$ cat config.mk
export PLATFORM = sky130hd
export DESIGN_NAME = device_status_register
export DESIGN_NICKNAME = d
export VERILOG_FILES = /design/src/pkg/dev_status_pkg.sv /design/src/hw/device_status_register.sv /design/src/hw/pause_tracker.sv /design/src/hw/pin_sync3.sv
export VERILOG_INCLUDE_DIRS = /design/src /design/src/pkg
export SDC_FILE = /design/constraint.sdc
export NUM_CORES = 1
export LEC_CHECK = 0
export ABC_AREA = 0
export BUFFER_PORTS_ARGS = -buffer_cell sky130_fd_sc_hd__buf_4
export CORE_MARGIN = 5
export CORE_UTILIZATION = 42
export CTS_BUF_LIST = sky130_fd_sc_hd__clkbuf_16
export DETAILED_ROUTE_END_ITERATION = 8
export PLACE_DENSITY_LB_ADDON = 0.2
export SYNTH_ARGS = -nofsm -noshare
export SYNTH_HDL_FRONTEND = slang
export SYNTH_HIERARCHICAL = 1
export SYNTH_SLANG_ARGS = --single-unit
$ cat constraint.sdc
create_clock -name clock_in -period 1.9 [get_ports clock_in]
set_input_delay 0.19 -clock clock_in [delete_from_list [all_inputs] [get_ports clock_in]]
set_output_delay 0.19 -clock clock_in [all_outputs]
set_load 0.005 [all_outputs]
$ cat src/pkg/dev_status_defines.svh
`ifndef DEV_STATUS_DEFINES_SVH
`define DEV_STATUS_DEFINES_SVH

// ==========================================================
// Register map
`define DEVICE_STATUS_ADDR 12'h008
`define CONTROL_ADDR 12'h000
`define IRQ_STATUS_ADDR 12'h100
`define IRQ_MASK_ADDR 12'h104
`define ADDR_W 12

// ==========================================================
// Status field positions
`define ST_DUPLEX 0
`define ST_LINK 1
`define ST_FUNC_LO 2
`define ST_FUNC_HI 3
`define ST_TRANSMIT_PAUSED_FLAG 4
`define ST_SERIAL 5
`define ST_SPD_LO 6
`define ST_SPD_HI 7
`define ST_ASD_LO 8
`define ST_ASD_HI 9
`define ST_B66 11
`define ST_WIDE_HOST_BUS_FLAG 12
`define ST_PCIX 13
`define ST_XSPD_LO 14
`define ST_XSPD_HI 15

// ==========================================================
// Control register bits (own register)
`define CT_FORCE_LINK 0
`define CT_FORCE_SPEED 1
`define CT_AUTO_SPEED 2
`define CT_SW_DUPLEX 3
`define CT_AUTONEG 4
`define CT_DUPLEX_VAL 5
`define CT_SPD_LO 6
`define CT_SPD_HI 7
`define CT_ASD_CHECK 8
`define CT_WIDTH 9

// ==========================================================
// Interrupt bits
`define IRQ_LINK_CHG 0
`define IRQ_TRANSMIT_PAUSED_FLAG_CHG 1
`define IRQ_ASD_DONE 2
`define IRQ_WIDTH 3

`define SPEED_10 2'h0
`define SPEED_100 2'h1
`define SPEED_1000 2'h2

`endif

$ cat src/pkg/dev_status_pkg.sv
package dev_status_pkg;
  typedef logic [1:0] speed_t;
  typedef enum logic [1:0] {
    pause_idle,
    pause_held
  } pause_state_t;
endpackage : dev_status_pkg

$ cat src/hw/device_status_register.sv
// Register access over APB and the address map were decided locally.
`timescale 1ns/100ps
// Behaviour
// (RULE_01) Bit 0 set means full duplex, clear means half duplex.
// (RULE_02) Duplex comes from auto-negotiation or from software setting.
// (RULE_03) Serial mode with auto-negotiation: bit 1 shows negotiated link.
// (RULE_04) Serial mode with forced link: bit 1 mirrors force-link control.
// (RULE_05) Internal PHY mode: bit 1 follows internal link signal.
// (RULE_06) Bits 3:2 give port function number, zero for single port.
// (RULE_07) Bit 4 set after XOFF with symmetric flow control, full duplex.
// (RULE_08) Bit 4 clears on pause timer expiry or XON.
// (RULE_09) Bit 5 set in serial interface mode, zero for PHY mode.
// (RULE_10) Bits 7:6: 00 10M, 01 100M, 1x 1000M.
// (RULE_11) Speed forced, auto-detected once after link, or PHY given.
// (RULE_12) Speed field not meaningful in serial interface mode.
// (RULE_13) Writing speed-check bit runs detection, result in bits 9:8.
// (RULE_14) Bit 11 follows the 66 MHz enable pin.
// (RULE_15) Bit 12 set when 64-bit request seen at bus init.
// (RULE_16) Bit 13 set in extended bus mode, clear in conventional mode.
// (RULE_17) Bits 15:14 give extended bus speed range, valid in that mode.
// (RULE_18) Status is read-only at offset 0x8.
// (RULE_19) Bit 10 and 31:16 read zero; writes to status ignored.
`include "dev_status_defines.svh"

module device_status_register
  import dev_status_pkg::*;
#(
  parameter logic [1:0] PORT_FUNCTION = 2'h0,
  parameter bit HAS_MODE_INPUT = 1'b1
) (
  input wire logic clock_in, // 125 MHz clock
  input wire logic nrst_in, // Sync reset, active low
  input wire logic ce_in, // Clock enable, freezes state when low
  input wire logic psel, // APB select
  input wire logic penable, // APB enable
  input wire logic pwrite, // APB write
  input wire logic [11:0] paddr, // APB byte address
  input wire logic [31:0] pwdata, // APB write data
  output logic [31:0] prdata, // APB read data
  output logic pready, // APB ready
  output logic pslverr, // APB error
  input wire logic an_link_ok_in, // Auto-negotiated link valid
  input wire logic an_duplex_in, // Auto-negotiated duplex
  input wire logic phy_link_in, // Internal PHY link signal
  input wire logic [1:0] phy_speed_in, // PHY speed indication
  input wire logic asd_valid_in, // Speed detector result valid
  input wire logic [1:0] asd_speed_in, // Speed detector result
  input wire logic xoff_rx_in, // XOFF frame received, pulse
  input wire logic xon_rx_in, // XON frame received, pulse
  input wire logic pause_expired_in, // Pause timer expired, pulse
  input wire logic sym_fc_in, // Symmetric flow control enabled
  input wire logic serial_interface_mode_pin, // Serial interface strap
  input wire logic bus_66mhz_enable_pin, // 66 MHz bus pin
  input wire logic req64_n_in, // 64-bit request, active low
  input wire logic bus_init_in, // Bus initialisation window
  input wire logic extended_bus_mode_flag_in, // Extended bus mode strap
  input wire logic [1:0] pcix_speed_in, // Extended bus speed range strap
  output logic asd_start_out, // Speed detection start pulse
  output logic irq_out // Interrupt, active high level
);
  // ==========================================================
  // Registers
  logic [`CT_WIDTH-1:0] control_r;
  logic [`IRQ_WIDTH-1:0] irq_status_r;
  logic [`IRQ_WIDTH-1:0] irq_mask_r;
  logic duplex_full_flag_r;
  logic link_up_flag_r;
  logic serial_interface_mode_flag_r;
  logic [1:0] speed_r;
  logic speed_locked_r;
  logic [1:0] detected_speed_value_r;
  logic asd_pending_r;
  logic wide_host_bus_flag_r;
  logic extended_bus_mode_flag_r;
  logic [1:0] extended_bus_speed_range_r;
  logic link_prev_r;
  logic transmit_paused_flag_prev_r;
  logic [`IRQ_WIDTH-1:0] irq_event;
  logic [31:0] status_word;
  logic transmit_paused_flag;
  logic host_bus_66mhz_flag;
  logic serial_mode_sync;
  logic phy_link_sync;
  logic req64_n_sync;
  logic wr_en;

  function automatic logic addr_hit(input logic [`ADDR_W-1:0] a);
    addr_hit = (a == `DEVICE_STATUS_ADDR) || (a == `CONTROL_ADDR) ||
               (a == `IRQ_STATUS_ADDR) || (a == `IRQ_MASK_ADDR);
  endfunction : addr_hit

  // ==========================================================
  // Pin synchronisers and pause tracker
  pin_sync3 u_sync_mode (
    .clock_in(clock_in),
    .nrst_in(nrst_in),
    .ce_in(ce_in),
    .pin_in(serial_interface_mode_pin),
    .level_out(serial_mode_sync)
  );
  pin_sync3 u_sync_66 (
    .clock_in(clock_in),
    .nrst_in(nrst_in),
    .ce_in(ce_in),
    .pin_in(bus_66mhz_enable_pin),
    .level_out(host_bus_66mhz_flag)
  );
  pin_sync3 u_sync_req64 (
    .clock_in(clock_in),
    .nrst_in(nrst_in),
    .ce_in(ce_in),
    .pin_in(req64_n_in),
    .level_out(req64_n_sync)
  );
  pin_sync3 u_sync_link (
    .clock_in(clock_in),
    .nrst_in(nrst_in),
    .ce_in(ce_in),
    .pin_in(phy_link_in),
    .level_out(phy_link_sync)
  );

  pause_tracker u_pause (
    .clock_in(clock_in),
    .nrst_in(nrst_in),
    .ce_in(ce_in),
    .xoff_rx_in(xoff_rx_in),
    .xon_rx_in(xon_rx_in),
    .pause_expired_in(pause_expired_in),
    .sym_fc_in(sym_fc_in),
    .full_duplex_in(duplex_full_flag_r),
    .paused_out(transmit_paused_flag)
  );

  // ==========================================================
  // APB access strobes; one wait state before pready
  assign wr_en = psel && penable && pwrite && pready;

  always_ff @(posedge clock_in) begin
    if (!nrst_in) begin
      pready <= 1'b0;
      pslverr <= 1'b0;
      prdata <= 32'h0;
    end else if (ce_in) begin
      if (psel && penable && !pready) begin
        pready <= 1'b1;
        pslverr <= !addr_hit(paddr);
        prdata <= 32'h0;
        if (!pwrite) begin
          case (paddr)
            // (RULE_18) status readback
            `DEVICE_STATUS_ADDR: prdata <= status_word;
            `CONTROL_ADDR: prdata <= {{(32-`CT_WIDTH){1'b0}}, control_r};
            `IRQ_STATUS_ADDR: prdata <= {{(32-`IRQ_WIDTH){1'b0}}, irq_status_r};
            `IRQ_MASK_ADDR: prdata <= {{(32-`IRQ_WIDTH){1'b0}}, irq_mask_r};
            default: prdata <= 32'h0;
          endcase
        end
      end else begin
        pready <= 1'b0;
        pslverr <= 1'b0;
      end
    end
  end

  // ==========================================================
  // Control and mask registers; status writes fall through
  always_ff @(posedge clock_in) begin
    if (!nrst_in) begin
      control_r <= '0;
      irq_mask_r <= '0;
    end else if (ce_in) begin
      // Check bit self-clears so each write of one starts one detection
      control_r[`CT_ASD_CHECK] <= 1'b0;
      // (RULE_19) status writes ignored
      if (wr_en && paddr == `CONTROL_ADDR) begin
        control_r <= pwdata[`CT_WIDTH-1:0];
      end
      if (wr_en && paddr == `IRQ_MASK_ADDR) begin
        irq_mask_r <= pwdata[`IRQ_WIDTH-1:0];
      end
    end
  end

  // ==========================================================
  // Link, duplex and mode
  always_ff @(posedge clock_in) begin
    if (!nrst_in) begin
      duplex_full_flag_r <= 1'b0;
      link_up_flag_r <= 1'b0;
      serial_interface_mode_flag_r <= 1'b0;
    end else if (ce_in) begin
      // (RULE_09) mode flag from strap
      serial_interface_mode_flag_r <= HAS_MODE_INPUT ? serial_mode_sync : 1'b0;
      // (RULE_02) duplex source select
      if (control_r[`CT_SW_DUPLEX]) begin
        duplex_full_flag_r <= control_r[`CT_DUPLEX_VAL];
      end else begin
        // (RULE_01) duplex bit value
        duplex_full_flag_r <= an_duplex_in;
      end
      if (serial_interface_mode_flag_r) begin
        if (control_r[`CT_FORCE_LINK]) begin
          // (RULE_04) mirror force control
          link_up_flag_r <= 1'b1;
        end else if (control_r[`CT_AUTONEG]) begin
          // (RULE_03) negotiated link
          link_up_flag_r <= an_link_ok_in;
        end else begin
          link_up_flag_r <= 1'b0;
        end
      end else begin
        // (RULE_05) follow internal link
        link_up_flag_r <= phy_link_sync;
      end
    end
  end

  // ==========================================================
  // Speed selection; auto mode latches once per link assertion
  always_ff @(posedge clock_in) begin
    if (!nrst_in) begin
      speed_r <= `SPEED_10;
      speed_locked_r <= 1'b0;
    end else if (ce_in) begin
      // (RULE_11) speed source select
      if (control_r[`CT_FORCE_SPEED]) begin
        speed_r <= control_r[`CT_SPD_HI:`CT_SPD_LO];
      end else if (control_r[`CT_AUTO_SPEED]) begin
        if (!phy_link_sync) begin
          speed_locked_r <= 1'b0;
        end else if (!speed_locked_r && asd_valid_in) begin
          speed_r <= asd_speed_in;
          speed_locked_r <= 1'b1;
        end
      end else begin
        // (RULE_10) PHY encoding passed as is
        speed_r <= phy_speed_in;
      end
    end
  end

  // ==========================================================
  // Diagnostic speed detection
  always_ff @(posedge clock_in) begin
    if (!nrst_in) begin
      detected_speed_value_r <= `SPEED_10;
      asd_pending_r <= 1'b0;
      asd_start_out <= 1'b0;
    end else if (ce_in) begin
      // (RULE_13) start and capture
      asd_start_out <= control_r[`CT_ASD_CHECK];
      if (control_r[`CT_ASD_CHECK]) begin
        asd_pending_r <= 1'b1;
      end else if (asd_pending_r && asd_valid_in) begin
        detected_speed_value_r <= asd_speed_in;
        asd_pending_r <= 1'b0;
      end
    end
  end

  // ==========================================================
  // Host bus straps; bus width caught only in init window
  always_ff @(posedge clock_in) begin
    if (!nrst_in) begin
      wide_host_bus_flag_r <= 1'b0;
      extended_bus_mode_flag_r <= 1'b0;
      extended_bus_speed_range_r <= 2'h0;
    end else if (ce_in) begin
      if (bus_init_in) begin
        // (RULE_15) 64-bit request at init
        wide_host_bus_flag_r <= !req64_n_sync;
        // (RULE_16) extended mode capture
        extended_bus_mode_flag_r <= extended_bus_mode_flag_in;
        // (RULE_17) speed range capture
        extended_bus_speed_range_r <= pcix_speed_in;
      end
    end
  end

  // ==========================================================
  // Status word assembly
  always_comb begin
    // (RULE_19) reserved bits zero
    status_word = 32'h0;
    status_word[`ST_DUPLEX] = duplex_full_flag_r;
    status_word[`ST_LINK] = link_up_flag_r;
    // (RULE_06) function number
    status_word[`ST_FUNC_HI:`ST_FUNC_LO] = PORT_FUNCTION;
    status_word[`ST_TRANSMIT_PAUSED_FLAG] = transmit_paused_flag;
    status_word[`ST_SERIAL] = serial_interface_mode_flag_r;
    // (RULE_12) speed left as is in serial mode
    status_word[`ST_SPD_HI:`ST_SPD_LO] = speed_r;
    status_word[`ST_ASD_HI:`ST_ASD_LO] = detected_speed_value_r;
    // (RULE_14) 66 MHz pin
    status_word[`ST_B66] = host_bus_66mhz_flag;
    status_word[`ST_WIDE_HOST_BUS_FLAG] = wide_host_bus_flag_r;
    status_word[`ST_PCIX] = extended_bus_mode_flag_r;
    status_word[`ST_XSPD_HI:`ST_XSPD_LO] = extended_bus_speed_range_r;
  end

  // ==========================================================
  // Interrupts: sticky events, write one to clear, set wins
  always_comb begin
    irq_event = '0;
    irq_event[`IRQ_LINK_CHG] = link_up_flag_r != link_prev_r;
    irq_event[`IRQ_TRANSMIT_PAUSED_FLAG_CHG] = transmit_paused_flag != transmit_paused_flag_prev_r;
    irq_event[`IRQ_ASD_DONE] = asd_pending_r && asd_valid_in;
  end

  always_ff @(posedge clock_in) begin
    if (!nrst_in) begin
      irq_status_r <= '0;
      link_prev_r <= 1'b0;
      transmit_paused_flag_prev_r <= 1'b0;
      irq_out <= 1'b0;
    end else if (ce_in) begin
      link_prev_r <= link_up_flag_r;
      transmit_paused_flag_prev_r <= transmit_paused_flag;
      if (wr_en && paddr == `IRQ_STATUS_ADDR) begin
        irq_status_r <= (irq_status_r & ~pwdata[`IRQ_WIDTH-1:0]) | irq_event;
      end else begin
        irq_status_r <= irq_status_r | irq_event;
      end
      irq_out <= |(irq_status_r & irq_mask_r);
    end
  end
endmodule : device_status_register

$ cat src/hw/pause_tracker.sv
`timescale 1ns/100ps
// ==========================================================
// Transmit pause state: set by XOFF in symmetric full duplex
module pause_tracker
  import dev_status_pkg::*;
(
  input wire logic clock_in, // Clock
  input wire logic nrst_in, // Sync reset, active low
  input wire logic ce_in, // Clock enable
  input wire logic xoff_rx_in, // XOFF frame received, pulse
  input wire logic xon_rx_in, // XON frame received, pulse
  input wire logic pause_expired_in, // Pause timer expired, pulse
  input wire logic sym_fc_in, // Symmetric flow control enabled
  input wire logic full_duplex_in, // Link in full duplex
  output logic paused_out // Transmit paused
);
  pause_state_t state_r;

  always_ff @(posedge clock_in) begin
    if (!nrst_in) begin
      state_r <= pause_idle;
    end else if (ce_in) begin
      case (state_r)
        // (RULE_07) enter pause
        pause_idle: begin
          if (xoff_rx_in && sym_fc_in && full_duplex_in) begin
            state_r <= pause_held;
          end
        end
        // (RULE_08) leave pause
        pause_held: begin
          if (xon_rx_in || pause_expired_in || !full_duplex_in) begin
            state_r <= pause_idle;
          end
        end
        default: begin
          state_r <= pause_idle;
        end
      endcase
    end
  end

  assign paused_out = (state_r == pause_held);
endmodule : pause_tracker

$ cat src/hw/pin_sync3.sv
`timescale 1ns/100ps
// ==========================================================
// Three-stage synchroniser, change accepted when stages 2 and 3 agree
module pin_sync3 (
  input wire logic clock_in, // Clock
  input wire logic nrst_in, // Sync reset, active low
  input wire logic ce_in, // Clock enable
  input wire logic pin_in, // Asynchronous pin
  output logic level_out // Filtered level
);
  logic s1_r;
  logic s2_r;
  logic s3_r;

  always_ff @(posedge clock_in) begin
    if (!nrst_in) begin
      s1_r <= 1'b0;
      s2_r <= 1'b0;
      s3_r <= 1'b0;
      level_out <= 1'b0;
    end else if (ce_in) begin
      s1_r <= pin_in;
      s2_r <= s1_r;
      s3_r <= s2_r;
      if (s2_r == s3_r) begin
        level_out <= s3_r;
      end
    end
  end
endmodule : pin_sync3

Word-level counts from Yosys, hierarchy flattened

Cells that the tools add are included.

Equality and inequality tests: 15
Mux-type cells: 21
Bitwise logic cells: 7
Reductions and logical operators: 38

Operators by type and width:

| operator                                                                 | number |
|---|---|
| 16-bit case mux with 4 select lines                                      | 1 |
| 12-bit by 9-bit equality test with 1-bit output (second input constant)  | 2 |
| 2-bit AND reduction                                                      | 9 |
| 16-bit 2-to-1 mux                                                        | 1 |
| 12-bit by 4-bit equality test with 1-bit output (second input constant)  | 1 |
| 12-bit zero test                                                         | 1 |
| 2-bit 2-to-1 mux                                                         | 6 |
| 1-bit logical AND                                                        | 11 |
| 1-bit 2-to-1 mux                                                         | 10 |
| 9-bit 2-to-1 mux                                                         | 1 |
| 3-bit AND reduction                                                      | 3 |
| 3-bit AND                                                                | 2 |
| 3-bit by 2-bit inequality test with 1-bit output (second input constant) | 2 |
| 3-bit bitwise OR                                                         | 2 |
| 1-bit zero test                                                          | 5 |
| 1-bit logical OR                                                         | 5 |
| 1-bit equality test                                                      | 4 |
| 2-bit by 1-bit inequality test with 1-bit output (second input constant) | 2 |
| 2-bit case mux with 2 select lines                                       | 1 |
| 4-bit AND reduction                                                      | 1 |
| 3-bit 2-to-1 mux                                                         | 1 |
| 3-bit NOT                                                                | 1 |
| 3-bit OR reduction                                                       | 1 |
| 2-bit by 1-bit equality test with 1-bit output (second input constant)   | 1 |
| other kinds (5)                                                          | 7 |

Register bits after elaboration: 84
Bits of input ports: 69

Depth between registers and ports, before layout

Gate-level depths: netlist (run 1).

Depth after elaboration: 6
Depth in mapped cells: 6
Mapped depth without buffers: 4

By module

The synthesis (run 1) kept the hierarchy.

By module, submodules not included:

| module                 | times used | cells an instance | area each (um2) | seq. area each (um2) |
|---|---|---|---|---|
| device_status_register | 1          | 258               | 2268.4          | 980.9 |
| pin_sync3              | 4          | 14                | 158.9           | 80.1 |
| pause_tracker          | 1          | 5                 | 50.0            | 20.0 |

Worst setup path after synthesis (run 1)

OpenSTA, ideal clock, no wires.

Kind: input-to-reg
Start: in paddr[5]
End: reg irq_status_r[0]
Setup time: 0.132 ns
Arrival: 1.732 ns
Data required time: 1.768 ns
Setup slack: 0.035 ns
Cell stages on the path: 5
Cells stage by stage: or4_4 or4_1 buf_2 o41ai_1 a21oi_1

Word-level cells in the longest chain between the ends: 3

RTL lines:

| what                                            | line                          | RTL |
|---|---|---|
| start: declaration                              | device_status_register.sv:37  | `input wire logic [11:0] paddr,` |
| 12-bit by 9-bit equality test with 1-bit output | --                            |  |
| 1-bit logical AND (no line)                     | --                            |  |
| 3-bit 2-to-1 mux                                | device_status_register.sv:320 | `` if (wr_en && paddr == `IRQ_STATUS_ADDR) begin `` |
| end signal: assignment                          | device_status_register.sv:321 | `` irq_status_r <= (irq_status_r & ~pwdata[`IRQ_WIDTH-1:0]) \| irq_event; `` |
| end signal: assignment                          | device_status_register.sv:323 | `irq_status_r <= irq_status_r \| irq_event;` |
| end: declaration                                | device_status_register.sv:64  | `` logic [`IRQ_WIDTH-1:0] irq_status_r; `` |

No other way between the ends.
A chain may end at the register's enable or synchronous reset.

Worst setup path in the final report (run 1)

Ends and elaborated chain as after synthesis.

==> metrics.md, run 1 <==
| Metric | Value |
|---|---|
| Run status | complete, no violations |
| Mux cell area share after synthesis | 12.9% |
| Number of buffers created by CTS | 9 |
| First-pass GRT wire length | 11,300 um |
| Adder-cell share of the synthesized area | 0% |
| Synthesized area | 0.00295 mm^2 |
| Synth Area in XOR/XNOR | 0.593% |
| Layout Utilization | 56.0% |
| Routed Wire Length | 6880 um |
| GPL Wtd Cong | 0.831 |
| Largest family of logic cells by synthesized area | simple AND/OR/NAND/NOR gates |
| Ratio of cells with drive above 1 in the final layout | 24.1% |
| Final hold vios | 0 |
| Max clock buf depth | 2 |
| Sink Count | 66 |
| Worst-path clk slew | 0.05 ns |
| Residual DRC | 0 |
| Synth async-reset ratio | 0% |
| Htree depth | 3 |
| CTS Root Cell | clkbuf_16 |
| Worst hold path class | input port to flop |
| Syn Inst Count | 319 |
| Gr usage total | 16.4% |
| Syn-to-layout area delta | 29.6% |
| Die H | 93.9 um |
| Critical path's slowest cell | or4_1 |
| Internal | 2380 uW |
| Layout fillers | 644 |
| Compound-Gate Fraction of Synth Area | 15.7% |
| Setup Buffers After CTS | 0 |
| Via count | 2,485 |
| CTS tree | done |
| Largest net degree at the start of global routing | 36 |
| Post-synth top area share | 44.7% |
| Max-slew violations | 0 |
| Seq cells post-synth | 66 |
| Worst path max stage delay | 0.60 ns |
| Initial antenna violation count | 0 |
| Worst clock skew | 0.00618 ns |
| Sw frac | 22.7% |
| Post-CTS sizing | 0 |
| Crit Path Class | input port to flop |
| Post-layout minimum cycle time | 1.69 ns |
| Leading area contributor after synthesis | dfxtp_1 |
| RSZ-0062 raised after global routing | no |
| Clock network power share | 45.8% |
| Fmax | 591 MHz |
| Sequential power share | 46.1% |
| DP Wirelength | 5220 um |
| Total power | 3080 uW |
| Worst hold margin | 0.101 ns |
| Hold-fix buffers, CTS | 0 |
| # diodes | 0 |
| Initial DRC Count | 98 |
| Worst skew pair latency | 0.32 ns |
| Comb pwr share | 8.1% |
| Seq/Total Area, Yosys | 44.7% |
| Worst Path Max Fanout | 4 |
| Die Wd | 93.9 um |
| Period utilization | 89.0% |
| PD cells | 806 mW/mm^2 |
| Commonest cells after routing, fill and taps aside | buf_4 (82), dfxtp_1 (66), mux2i_1 (38), nand2_1 (38), conb_1 (17) |
| DP Worst Slack | -0.136 ns |
| Routed Antenna Nets | 0 |
| Post-synth cell types | 47 |
| CP startpoint kind | input port |
| Initial DRT Pass Iterations | 4 |
| Dominant cells by area after synthesis | dfxtp_1 (45%), mux2i_1 (13%), nand2_1 (4.8%) |
| Top_reg_cell synth | dfxtp_1 |
| Yosys warning total | 6 |
| Vias in the first global route | 2,370 |
| Maxcap violations | 0 |
| Avg Cell Area, Syn | 9.26 um^2 |
| Row count | 30 |
| Core ar. | 0.00683 mm^2 |
| Setup WS post-layout | 0.209 ns |
| Port Buffer Count | 64 |
| Setup TNS | 0 ns |
| Commonest non-fill, non-tap cell in the layout | buf_4 |
| NetSw | 700 uW |
| Wire length per cell | 13.8 um |
| Fin nets | 468 |
| Worst VDD drop | 0.606 mV |
| Grt total ovfl | 0 |
| WP data required | 2.10 ns |
| Simple-gate share of the synthesized area | 19.1% |
| DIE AREA | 0.00881 mm^2 |
| Setup-failing EPs final | 0 |
| LEAKAGE | 0.00164 uW |
| CP arrival | 1.89 ns |
| Critical-path cell list | buf_4, or4_4, or4_1, o41ai_1, a21oi_1 |
| Post-synth EDFFs | 0 |
| Crit path capture type | flop |
| Drt via density | 4.98 |
| I/O pin cnt | 105 |
| Starting Density | 43.2% |
power by group through the flow:
stage | Clock, uW | Combinational, uW | Sequential (uW)
2_1_floorplan | 0 | 137 | 1450
3_3_place_gp | 0 | 245 | 1450
3_5_place_dp | 0 | 248 | 1450
4_1_cts | 1440 | 249 | 1420
5_1_grt | 1500 | 275 | 1420
6_report | 1410 | 249 | 1420
cell usage after synthesis, drive strengths merged (7+ instances only):
library cell,count
nor2b,15
mux2i,38
dfxtp,66
a21oi,16
o21ai,11
nand2,38
nand3,7
nor2,15
clkbuf,9
buf,20
sequential cells by signal, summed over array words and instances, names as in the netlist, 2 cells and up:
name                        count
irq_status_r                    3
detected_speed_value_r          2
control_r                       9
extended_bus_speed_range_r      2
irq_mask_r                      3
speed_r                         2
prdata                         15
path summary, 6_finish.rpt:
kind | startpoint | endpoint | slack (ns) | depth (start not counted)
hold reg to reg | prdata[6] | prdata[6] | 0.45 | 2
hold / removal | pwdata[8] | control_r[8] | 0.10 | 2
setup reg to reg | pready | prdata[5] | 0.32 | 4
setup / recovery | paddr[5] | irq_status_r[0] | 0.21 | 5
cell families after synthesis:
| kind of cell | after synthesis |
|---|---|
| compound gates | 67 |
| other cells | 1 |
| simple gates | 109 |
| xor+xnor | 2 |
| buf+inv | 36 |
| flops | 66 |
| mux | 38 |
critical path: cells and delay by family:
kind | cells | cell delay, ns
AOI/OAI and AO/OA | 2 | 0.46
buffers and inverters | 1 | 0.11
and+or+nand+nor | 2 | 1.14
routing by layer:
layer / GRT usage [%] / wire, um / up-vias
li1: - / - / 1273
met1: 20.6 / 3090 / 1139
met2: 26.4 / 3280 / 66
met3: 5.53 / 440 / 7
met4: 5.05 / 68 / 0
met5: 0 / 0 / -
stage by stage:
| step | instances | cell area [um^2] |
|---|---|---|
| finish | 499 | 3830 |
| global route | 499 | 3830 |
| CTS | 499 | 3830 |
| detailed placement | 484 | 3570 |
| global placement | 484 | 3570 |
| floorplan | 335 | 3010 |
layout make-up:
cell class / count / area, um^2 / area share, %
flip-flops and latches: 66 / 1320 / 34.5
inverters: 7 / 26.3 / 0.686
well taps: 96 / 120 / 3.14
multi-input cells: 233 / 1490 / 39.0
repair buffers: 82 / 616 / 16.1
clock buffers: 9 / 225 / 5.88
clock inverters: 6 / 27.5 / 0.719
Note: power is estimated with default switching activity, not from simulation.
==> run 2: changes to the inputs <==
Settings changed: ABC_AREA 0 to 1, GPL_TIMING_DRIVEN set to 0.
==> metrics.md, run 2 <==
| Metric | Value |
|---|---|
| Crit Reg-Reg Startpoint | pready |
| Max-slew violations | 0 |
| Layout fillers | 677 |
| Worst Setup EP | irq_mask_r[0] |
| Synth async-reset ratio | 0% |
| CP startpoint kind | flop |
| Worst-path clk slew | 0.06 ns |
| Largest family of logic cells by synthesized area | simple AND/OR/NAND/NOR gates |
| Crit path capture type | flop |
| Design Area, Final | 0.00396 mm^2 |
| Synth Area in XOR/XNOR | 0% |
| Area after DPL | 0.00364 mm^2 |
| DP Worst Slack | 0.337 ns |
| Grt total ovfl | 0 |
| Actual slew at the worst max-slew pin | 0.601 ns |
| Seq cells post-synth | 66 |
| R2r endpoint | irq_mask_r[0] |
| Die Wd | 94.2 um |
| Port Buffer Count | 64 |
| Critical path's slowest cell | dfxtp_1 |
| CP bufs+invs | 1 |
| Routed Antenna Nets | 0 |
| Via count | 2,858 |
| Sink Count | 66 |
| Post-CTS sizing | 0 |
| I/O pin cnt | 105 |
| Gr usage total | 17.7% |
| Drt via density | 4.87 |
| Count leader, synth | dfxtp_1 |
| Largest net degree at the start of global routing | 36 |
| LEAKAGE | 0.00175 uW |
| Simple-gate share of the synthesized area | 24.6% |
| Final hold vios | 0 |
| Comb pwr share | 8.1% |
| Most flops, register | prdata |
| Ratio of cells with drive above 1 in the final layout | 26.5% |
| Number of buffers created by CTS | 9 |
| Worst clock skew | 0.00626 ns |
| Setup crit start | pready |
| Maxcap violations | 0 |
| DP Wirelength | 5600 um |
| Internal | 2700 uW |
| R2R depth | 5 |
| Row count | 30 |
| Avg Cell Area, Syn | 7.54 um^2 |
| Leading area contributor after synthesis | dfxtp_1 |
| Routed Wire Length | 7630 um |
| Post-synth EDFFs | 0 |
| Top_reg_cell synth | dfxtp_1 |
| RSZ-0062 raised after global routing | no |
| Vias in the first global route | 2,672 |
| Htree depth | 3 |
| Core ar. | 0.00683 mm^2 |
| Synthesized area | 0.00298 mm^2 |
| R2R Setup Slk | 0.46 ns |
| Commonest cells in the netlist | dfxtp_1 (66), nand2_1 (61), nor2_1 (42) |
| Initial DRC Count | 190 |
| Sw frac | 22.7% |
| Crit. path cell count | 5 |
| Wire length per cell | 13.0 um |
| Residual DRC | 0 |
| First-pass GRT wire length | 12,200 um |
| Syn-to-layout area delta | 32.8% |
| WP data required | 2.11 ns |
| Starting Density | 43.6% |
| Crit Path Class | flop to flop |
| Yosys warning total | 6 |
| Worst Path Max Fanout | 6 |
| Critical-path cell list | inv_2, nor3_4, nand3_1, o21ai_1, a21oi_1 |
| CTS tree | done |
| Hold-fix buffers, CTS | 0 |
| Dominant cells by area after synthesis | dfxtp_1 (44%), nand2_1 (7.7%), a21oi_1 (6.9%) |
| Commonest cells after routing, fill and taps aside | buf_4 (82), dfxtp_1 (66), nand2_1 (61) |
| Adder-cell share of the synthesized area | 0% |
| Rel. slew slack | 59.9% |
| Largest register FFs | 15 |
| Setup-failing EPs final | 0 |
| Max clock buf depth | 2 |
| Sequential power share | 41.4% |
| Fmax | 695 MHz |
| Initial antenna violation count | 0 |
| Die H | 94.2 um |
| DIE AREA | 0.00887 mm^2 |
| Setup Buffers After CTS | 0 |
| Clock network power share | 50.5% |
| Worst skew pair latency | 0.33 ns |
| Commonest non-fill, non-tap cell in the layout | buf_4 |
| Worst hold path class | input port to flop |
| GPL Wtd Cong | 0.880 |
| Setup TNS | 0 ns |
| Worst VDD drop | 0.567 mV |
| Top flop regs | prdata: 15 flops, control_r: 9 flops |
| CP arrival | 1.65 ns |
| Setup WS post-layout | 0.462 ns |
| Mux cell area share after synthesis | 0% |
| # diodes | 0 |
| Syn Inst Count | 395 |
| Post-synth cell types | 32 |
| Compound-Gate Fraction of Synth Area | 20.1% |
| Post-synth top area share | 44.4% |
| Seq/Total Area, Yosys | 44.4% |
| Initial DRT Pass Iterations | 4 |
| CTS Root Cell | clkbuf_16 |
| Fin nets | 555 |
| Post-layout minimum cycle time | 1.44 ns |
| CP top delay family | simple AND/OR/NAND/NOR gates |
| Run status | complete, no violations |
| PD cells | 885 mW/mm^2 |
| NetSw | 795 uW |
| Worst path max stage delay | 0.43 ns |
| Period utilization | 75.7% |
[run 2: cell count changes after synthesis, sizes merged, moves of 4 or more]
cell,previous run,this run
o21ai,11,53
a21o,6,0
nand2b,5,0
nor2,15,51
inv,6,38
nand3,7,29
and2,5,0
a22o,6,0
nand2,38,67
mux2i,38,0
nor2b,15,0
a21oi,16,49
o31ai,5,0
a32o,4,0
[run 2: how the worst min path moves through the flow]
stage                         start            endpoint  slack [ns]  cells past startpoint
6_report       bus_66mhz_enable_pin      u_sync_66/s1_r        0.08                      3
3_3_place_gp            phy_link_in    u_sync_link/s1_r        0.41                      3
3_5_place_dp   bus_66mhz_enable_pin      u_sync_66/s1_r        0.42                      3
5_1_grt                 phy_link_in    u_sync_link/s1_r        0.09                      3
4_1_cts        bus_66mhz_enable_pin      u_sync_66/s1_r        0.07                      3
2_1_floorplan                 ce_in  u_pause/state_r[0]        0.28                      1
[run 2: worst min-delay path, cell delays in order]
cell and delay, ns:
buf_4 0.08, nor2_1 0.03, nor2_1 0.08
[run 2: cell type report]
class | instances | area [um^2] | area share, %
Clock inverter | 7 | 91.3 | 2.31
Multi-Input combinational cell | 280 | 1400 | 35.3
Buffer | 26 | 174 | 4.40
Sequential cell | 66 | 1320 | 33.4
Tap cell | 96 | 120 | 3.04
Clock buffer | 9 | 225 | 5.69
Timing Repair Buffer | 64 | 480 | 12.1
Inverter | 39 | 148 | 3.73
[run 2: cell families after synthesis]
group / after synthesis
AOI/OAI and AO/OA: 109
DFF: 66
other: 1
and+or+nand+nor: 154
buffers and inverters: 65
[run 2: power by group through the flow]
| stage | clock network, uW | logic, uW | registers, uW |
|---|---|---|---|
| after global routing | 1850 | 318 | 1450 |
| after global placement | 0 | 275 | 1480 |
| after detailed placement | 0 | 280 | 1480 |
| after CTS | 1790 | 281 | 1450 |
| after floorplan | 0 | 151 | 1470 |
| final | 1770 | 282 | 1450 |
[run 2: metal layers]
metal,GRT usage [%],wire length (um),share of wire (%)
met5,0,0,0
met4,8.06,155,2.0
met3,4.41,605,7.9
met2,28.7,3520,46
met1,22.1,3350,44
[run 2: through the flow]
step	power, uW	util, %	hold WS [ns]	instances
after floorplan	1620	-	0.281	411
after global placement	1750	53.3	0.413	571
after detailed placement	1760	53.3	0.419	571
after CTS	3520	57.9	0.0742	587
after global routing	3620	57.9	0.0906	587
final	3500	57.9	0.0832	587
